`config.mk`:
```
export PLATFORM = sky130hd
export DESIGN_NAME = wdc_watchdog
export DESIGN_NICKNAME = d
export VERILOG_FILES = /design/src/design/wdc_pkg.sv /design/src/design/wdc_watchdog.sv
export SDC_FILE = /design/constraint.sdc
export NUM_CORES = 1
export LEC_CHECK = 0
export BUFFER_PORTS_ARGS = -buffer_cell sky130_fd_sc_hd__buf_4
export CAP_MARGIN = 20
export CORE_MARGIN = 10
export CORE_UTILIZATION = 51
export DETAILED_ROUTE_END_ITERATION = 8
export GPL_ROUTABILITY_DRIVEN = 0
export PLACE_DENSITY = 0.73
export SKIP_LAST_GASP = 1
export SYNTH_ARGS = -nofsm -noshare
export SYNTH_HDL_FRONTEND = slang
export SYNTH_SLANG_ARGS = --single-unit
```
`constraint.sdc`:
```
create_clock -name clk_i -period 3.7 [get_ports clk_i]
set_clock_uncertainty 0.15 [all_clocks]
set_input_delay 0.555 -clock clk_i [delete_from_list [all_inputs] [get_ports clk_i]]
set_output_delay 0.555 -clock clk_i [all_outputs]
set_load 0.1 [all_outputs]
```
`src/design/wdc_pkg.sv`:
```
// Purpose: constants for the watchdog configuration block
// Assumes: apb slave, 32-bit data, one aligned word per register
// Notes: watchdog clock derived from clk_i by a divider
package wdc_pkg;
  localparam int WDC_AW = 4;
  localparam logic [WDC_AW-1:0] WDC_OFS_CFG = 4'h0;
  localparam logic [WDC_AW-1:0] WDC_OFS_CTRL = 4'h4;
  localparam logic [WDC_AW-1:0] WDC_OFS_STAT = 4'h8;
  // config word: bit 5 unimplemented, others erase to one
  localparam logic [7:0] WDC_CFG_RST = 8'hdf;
  localparam logic [7:0] WDC_CFG_MASK = 8'hdf;
  localparam int WDC_B_POWERON_EN = 7;
  localparam int WDC_B_WIN_OFF = 6;
  localparam int WDC_B_PRE_SEL = 4;
  localparam int WDC_PS_LSB = 0;
  localparam int WDC_PS_W = 4;
  // control word
  localparam int WDC_B_SW_ON = 0;
  localparam int WDC_B_CLEAR = 1;
  // status word
  localparam int WDC_B_RUNNING = 0;
  localparam int WDC_B_TIMEOUT = 1;
  localparam int WDC_B_ENABLED = 2;
  localparam int WDC_POST_LSB = 16;
  localparam int WDC_POST_W = 15;
  localparam int WDC_PRE_W = 7;
  localparam logic [WDC_PRE_W-1:0] WDC_PRE_32 = 7'h1f;
  localparam logic [WDC_PRE_W-1:0] WDC_PRE_128 = 7'h7f;
  localparam logic [WDC_POST_W-1:0] WDC_POST_ONE = 15'h0001;
  // system clock period and watchdog clock period
  localparam int WDC_CLK_NS = 40;
  localparam int WDC_TICK_NS = 32000;
  localparam int WDC_TICK_CYC = (WDC_TICK_NS + WDC_CLK_NS - 1) / WDC_CLK_NS;
  localparam int WDC_TICK_W = 10;
  localparam logic [WDC_TICK_W-1:0] WDC_TICK_LAST = WDC_TICK_W'(WDC_TICK_CYC - 1);
  typedef enum logic [2:0] {
    WDC_IDLE = 3'b001,
    WDC_RUN = 3'b010,
    WDC_BITE = 3'b100
  } wdc_state_e;
endpackage : wdc_pkg

```
`src/design/wdc_watchdog.sv`:
```
// Purpose: watchdog timer steered by an 8-bit configuration word over apb
// Assumes: clk_i at 25 MHz, software kicks via the control word
// Notes: window is the first half of the postscale count; a kick there bites
//
// Our own choices: the APB register port and the address map.
`timescale 1ns/1ns
// Functional notes
// - config enable bit 7 set runs watchdog; else software enable decides
// - bit 6 set gives standard mode; cleared gives windowed mode
// - bit 4 set divides watchdog clock by 128, cleared by 32
// - four-bit postscale code n gives ratio 1:2^n, 1:1 to 1:32768
module wdc_watchdog (
  input wire logic clk_i,
  input wire logic arst_n_i,
  input wire logic psel,
  input wire logic penable,
  input wire logic pwrite,
  input wire logic [wdc_pkg::WDC_AW-1:0] paddr,
  input wire logic [31:0] pwdata,
  output logic [31:0] prdata,
  output logic pready,
  output logic pslverr,
  output logic wdt_reset_o
);
  import wdc_pkg::*;

  logic [7:0] cfg, next_cfg;
  logic sw_on, next_sw_on;
  logic timeout_flag, next_timeout_flag;
  logic [31:0] next_prdata;
  logic next_pready, next_pslverr;
  wdc_state_e state, next_state;
  logic [WDC_TICK_W-1:0] tick_cnt, next_tick_cnt;
  logic [WDC_PRE_W-1:0] pre_cnt, next_pre_cnt;
  logic [WDC_POST_W-1:0] post_cnt, next_post_cnt;
  logic next_wdt_reset;
  logic wr_en, rd_en, kick, enabled, tick, pre_wrap, post_last, bite, early;
  logic [WDC_PRE_W-1:0] pre_last;
  logic [WDC_POST_W:0] post_ratio;
  logic [WDC_POST_W-1:0] post_end;
  logic cfg_wr;

  assign wr_en = psel && penable && pready && pwrite;
  assign rd_en = psel && penable && !pready && !pwrite;
  assign kick = wr_en && (paddr == WDC_OFS_CTRL) && pwdata[WDC_B_CLEAR];
  // new ratios restart the count, so no counter is left beyond a smaller ratio
  assign cfg_wr = wr_en && (paddr == WDC_OFS_CFG);
  assign enabled = cfg[WDC_B_POWERON_EN] || sw_on;
  assign pre_last = cfg[WDC_B_PRE_SEL] ? WDC_PRE_128 : WDC_PRE_32;
  assign post_ratio = (WDC_POST_W+1)'(1) << cfg[WDC_PS_LSB +: WDC_PS_W];
  assign post_end = WDC_POST_W'(post_ratio - (WDC_POST_W+1)'(1));
  assign tick = (tick_cnt == WDC_TICK_LAST);
  assign pre_wrap = tick && (pre_cnt == pre_last);
  assign post_last = (post_cnt == post_end);
  // windowed: a kick before half the postscale count has passed is illegal
  assign early = !cfg[WDC_B_WIN_OFF] && ({1'b0, post_cnt} < (post_ratio >> 1));
  assign bite = (state == WDC_RUN) && ((pre_wrap && post_last && !kick)
                || (kick && early));

  // register file
  always_comb begin
    next_cfg = cfg;
    next_sw_on = sw_on;
    next_timeout_flag = timeout_flag;
    next_prdata = prdata;
    next_pready = psel && penable && !pready;
    next_pslverr = 1'b0;
    if (psel && penable && !pready) begin
      next_pslverr = !(paddr == WDC_OFS_CFG || paddr == WDC_OFS_CTRL
                       || paddr == WDC_OFS_STAT);
    end
    if (rd_en) begin
      next_prdata = '0;
      case (paddr)
        WDC_OFS_CFG: next_prdata[7:0] = cfg;
        WDC_OFS_CTRL: next_prdata[WDC_B_SW_ON] = sw_on;
        WDC_OFS_STAT: begin
          next_prdata[WDC_B_RUNNING] = (state == WDC_RUN);
          next_prdata[WDC_B_TIMEOUT] = timeout_flag;
          next_prdata[WDC_B_ENABLED] = enabled;
          next_prdata[WDC_POST_LSB +: WDC_POST_W] = post_cnt;
        end
        default: next_prdata = '0;
      endcase
    end
    if (wr_en) begin
      case (paddr)
        WDC_OFS_CFG: next_cfg = pwdata[7:0] & WDC_CFG_MASK;
        WDC_OFS_CTRL: next_sw_on = pwdata[WDC_B_SW_ON];
        WDC_OFS_STAT: begin
          if (pwdata[WDC_B_TIMEOUT]) begin
            next_timeout_flag = 1'b0;
          end
        end
        default: next_cfg = cfg;
      endcase
    end
    // a bite in the clearing cycle still sets the flag
    if (bite) begin
      next_timeout_flag = 1'b1;
    end
  end

  always_ff @(posedge clk_i or negedge arst_n_i) begin
    if (!arst_n_i) begin
      cfg <= WDC_CFG_RST;
      sw_on <= 1'b0;
      timeout_flag <= 1'b0;
      prdata <= '0;
      pready <= 1'b0;
      pslverr <= 1'b0;
    end else begin
      cfg <= next_cfg;
      sw_on <= next_sw_on;
      timeout_flag <= next_timeout_flag;
      prdata <= next_prdata;
      pready <= next_pready;
      pslverr <= next_pslverr;
    end
  end

  // watchdog counter chain
  always_comb begin
    next_state = state;
    next_tick_cnt = tick ? '0 : tick_cnt + WDC_TICK_W'(1);
    next_pre_cnt = pre_cnt;
    next_post_cnt = post_cnt;
    next_wdt_reset = 1'b0;
    case (state)
      WDC_IDLE: begin
        next_tick_cnt = '0;
        next_pre_cnt = '0;
        next_post_cnt = '0;
        if (enabled) begin
          next_state = WDC_RUN;
        end
      end
      WDC_RUN: begin
        if (tick) begin
          next_pre_cnt = pre_wrap ? '0 : pre_cnt + WDC_PRE_W'(1);
        end
        if (pre_wrap) begin
          next_post_cnt = post_last ? '0 : post_cnt + WDC_POST_ONE;
        end
        if (kick || cfg_wr) begin
          next_tick_cnt = '0;
          next_pre_cnt = '0;
          next_post_cnt = '0;
        end
        if (bite) begin
          next_state = WDC_BITE;
          next_wdt_reset = 1'b1;
        end else if (!enabled) begin
          next_state = WDC_IDLE;
        end
      end
      WDC_BITE: begin
        // one-cycle reset pulse, then restart from zero
        next_state = WDC_IDLE;
      end
      default: next_state = WDC_IDLE;
    endcase
  end

  always_ff @(posedge clk_i or negedge arst_n_i) begin
    if (!arst_n_i) begin
      state <= WDC_IDLE;
      tick_cnt <= '0;
      pre_cnt <= '0;
      post_cnt <= '0;
      wdt_reset_o <= 1'b0;
    end else begin
      state <= next_state;
      tick_cnt <= next_tick_cnt;
      pre_cnt <= next_pre_cnt;
      post_cnt <= next_post_cnt;
      wdt_reset_o <= next_wdt_reset;
    end
  end
endmodule : wdc_watchdog

```
==> key figures <==
STA
  • Setup repair after global routing missed its margin: no
  • Minimum clock period: 3.32 ns
  • Fin Setup TNS: 0 ns
  • Final period utilization: 89.6%
  • Max Clock Freq: 302 MHz
  • Least setup slack across all paths after layout: 0.383 ns
  • Final-report max-slew violation count: 0
  • Max_slew headroom: 24.0%
  • Total of endpoints with negative setup slack in the final report: 0
  • Final-report hold violation count: 0
  • Worst slew pin tran: 1.13 ns

Clock tree
  • Worst skew pair latency: 0.36 ns
  • # clock sinks: 69
  • Total CTS buffers: 9
  • Clock slew at the register clock pins of the worst setup and hold paths: 0.07 ns
  • Clock buffer depth: 2
  • Post-CTS Setup Repair Bufs: 0
  • Root Driver: clkbuf_8
  • CTS tree: done
  • Hold buffers post-CTS: 0
  • CTS HTree Levels: 3

Placed design
  • Worst setup timing slack at the placement stage: 0.236 ns
  • Total half-perimeter wirelength after legalization and detailed placement: 7900 um
  • Number of port buffers: 40

Final layout
  • Number of inserted filler cells in the final layout: 774
  • Ant diodes: 0
  • Commonest cells after routing, fill and taps aside: nand2_1, dfrtp_1, buf_4
  • Sequential Area: 1740 sq um
  • Ratio of cells with drive above 1 in the final layout: 17.7%
  • Number of nets in the finished design: 608
  • Most common library cell in the layout ignoring fill and taps: nand2_1
  • Area Overhead vs Synth: 11.9%
  • Footprint of the multi-input gates: 2500 sq um

Synth
  • Share of async-settable or async-resettable flops after synthesis: 100%
  • Post-synthesis cell area: 4490 sq um
  • Seq/Total Area, Yosys: 38.6%
  • Seq cells post-synth: 69
  • Number of unique standard cell types used by synthesis: 65
  • Mapped Cells: 522
  • Yosys synthesis warning count: 0
  • Post-synth EDFFs: 0
  • Leading register cell type out of synthesis: dfrtp_1
  • Post-synthesis average cell area: 8.61 sq um

Floorplan
  • Die Footprint: 13000 sq um
  • Number of placement rows: 34
  • Initial core utilization: 52.0%
  • I/O pin total: 76
  • Chip height: 114 um
  • Chip Width: 114 um
  • Core Box Area: 8640 sq um

Power and ir drop
  • Largest voltage drop on the vdd net: 0.000169 V
  • Power Dens Cells: 342 nW/um^2
  • Leakage Power: 2.23 nW

Critical path
  • Cell at the slowest stage of the critical path: dfstp_2
  • Worst setup path class: reg2reg
  • Critical path data required time: 3.81 ns
  • Capturing element type of the critical path: register
  • Kind of launch point of the worst setup path: register
  • CP peak stage delay: 0.37 ns
  • Signal arrival time at the worst endpoint: 3.42 ns
  • Buf+Inv Stages, Crit Path: 2
  • Crit path max fanout: 20
  • CP Cell Sequence: buf_4 -> nor2_1 -> nand2_1 -> ha_2 -> nor4_2 -> o21ai_0 -> a211oi_1 -> nor4_1 -> nand4bb_1 -> buf_4 -> nand3_1 -> o21ai_0
  • Family with the most delay on the worst path: simple AND/OR/NAND/NOR gates

Drt
  • Total via count in the routed design: 4008
  • Post-DR vias/cell: 6.05
  • Length of the first detailed-routing pass in iterations: 5
  • Drt wl/cell: 16.8 um
  • Remaining number of nets flagged by the antenna check after routing: 0
  • Drt initial violations: 173
  • Final Routed Wirelength: 11100 um
  • Number of design rule violations left after detail routing: 0

Hold path
  • Hold Path Class: in2async

Flow run
  • Max cap viols: 0

Global route
  • Antenna violations before repair: 0
  • Global-route usage over all layers: 17.3%
  • Pin count of the biggest net entering global routing: 70
  • First-pass GRT wire length: 18700 um
  • Vias in the first global route: 3877
  • Overflow left after global routing: 0

Status
  • Run status: complete, no violations
layer usage:
| metal | wire [um] | track usage [%] | vias up |
|---|---|---|---|
| met2 | 5240 | 28.1 | 147 |
| li1 | - | - | 1922 |
| met3 | 787 | 3.46 | 27 |
| met5 | 0 | 0 | - |
| met1 | 4790 | 21.3 | 1912 |
| met4 | 320 | 8.60 | 0 |
worst paths after layout:
kind                                        start                 endpoint  slack, ns  depth (start not counted)
setup / recovery               cfg[0]$_DFFE_PN1P_  post_cnt[0]$_DFFE_PN0P_       0.38                         12
hold reg to reg            prdata[30]$_DFFE_PN0P_   prdata[30]$_DFFE_PN0P_       0.32                          2
min in group clk_i                       paddr[0]    prdata[0]$_DFFE_PN0P_       0.26                          2
hold / removal                           arst_n_i    tick_cnt[2]$_DFF_PN0_       0.16                          1
max in group asynchronous                arst_n_i   prdata[21]$_DFFE_PN0P_       2.69                          1
setup reg to reg               cfg[0]$_DFFE_PN1P_  post_cnt[0]$_DFFE_PN0P_       0.38                         12
synth_stat cells, types with 9 or more instances:
cell / number / area share, %
inv_1: 15 / 1.3
nor2_1: 43 / 3.6
and3_1: 12 / 1.7
nand4_1: 19 / 2.6
a31oi_1: 16 / 2.2
xnor2_1: 13 / 2.5
dfrtp_1: 61 / 34
buf_2: 12 / 1.3
a21oi_1: 14 / 1.6
clkbuf_1: 18 / 1.5
o21ai_0: 16 / 1.8
nand3_1: 43 / 4.8
mux2i_1: 10 / 2.2
nor3_1: 13 / 1.4
nand2_1: 72 / 6.0
ha_1: 18 / 5.0
buf_4: 11 / 1.8
a211oi_1: 9 / 1.5
cells by family (layout without fill, tap and decap cells):
kind of cell	after synthesis	after routing	synth area share, %
other	1	10	0.0834
XOR/XNOR	21	21	4.09
buffers and inverters	61	84	7.10
AND/OR/NAND/NOR	245	245	27.4
multiplexers	17	17	3.98
adder cells (fa/ha/maj)	18	18	5.01
AO/OA/AOI/OAI	90	90	13.7
flip-flops	69	69	38.6
layout make-up:
cell class	instances	area share [%]
clock buffer	12	2.89
clock inverter	4	1.09
inverter	15	1.12
multi-input combinational	401	49.8
sequential	69	34.5
tap	108	2.69
timing repair buffer	53	7.91
timing repair:
action                     in CTS  in global routing
resized for setup               0                  3
hold endpoints to repair        0                  0
setup endpoints to repair       0                  9
power breakdown:
part,switching [mW],internal (mW)
clock,0.302,0.334
combinational,0.217,0.0849
sequential,0.0124,0.771
state kept, by name (all words and copies together), names as in the netlist:
signal / cells
post_cnt: 15
pready: 1
cfg: 7
timeout_flag: 1
state: 3
tick_cnt: 10
pre_cnt: 7
sw_on: 1
prdata: 22
wdt_reset_o: 1
pslverr: 1
through the flow:
| stage | utilization [%] | hold slack [ns] | cells | area, sq um | total power, mW |
|---|---|---|---|---|---|
| after global routing | 58.2 | 0.230 | 662 | 5030 | 1.79 |
| after CTS | 58.1 | 0.192 | 662 | 5010 | 1.73 |
| after floorplan | - | 0.109 | 531 | 4530 | 1.03 |
| after global placement | 55.8 | 0.303 | 646 | 4810 | 1.09 |
| final | 58.2 | 0.160 | 662 | 5030 | 1.72 |
| after detailed placement | 55.8 | 0.308 | 646 | 4810 | 1.10 |
Note: power is estimated with default switching activity, not from simulation.
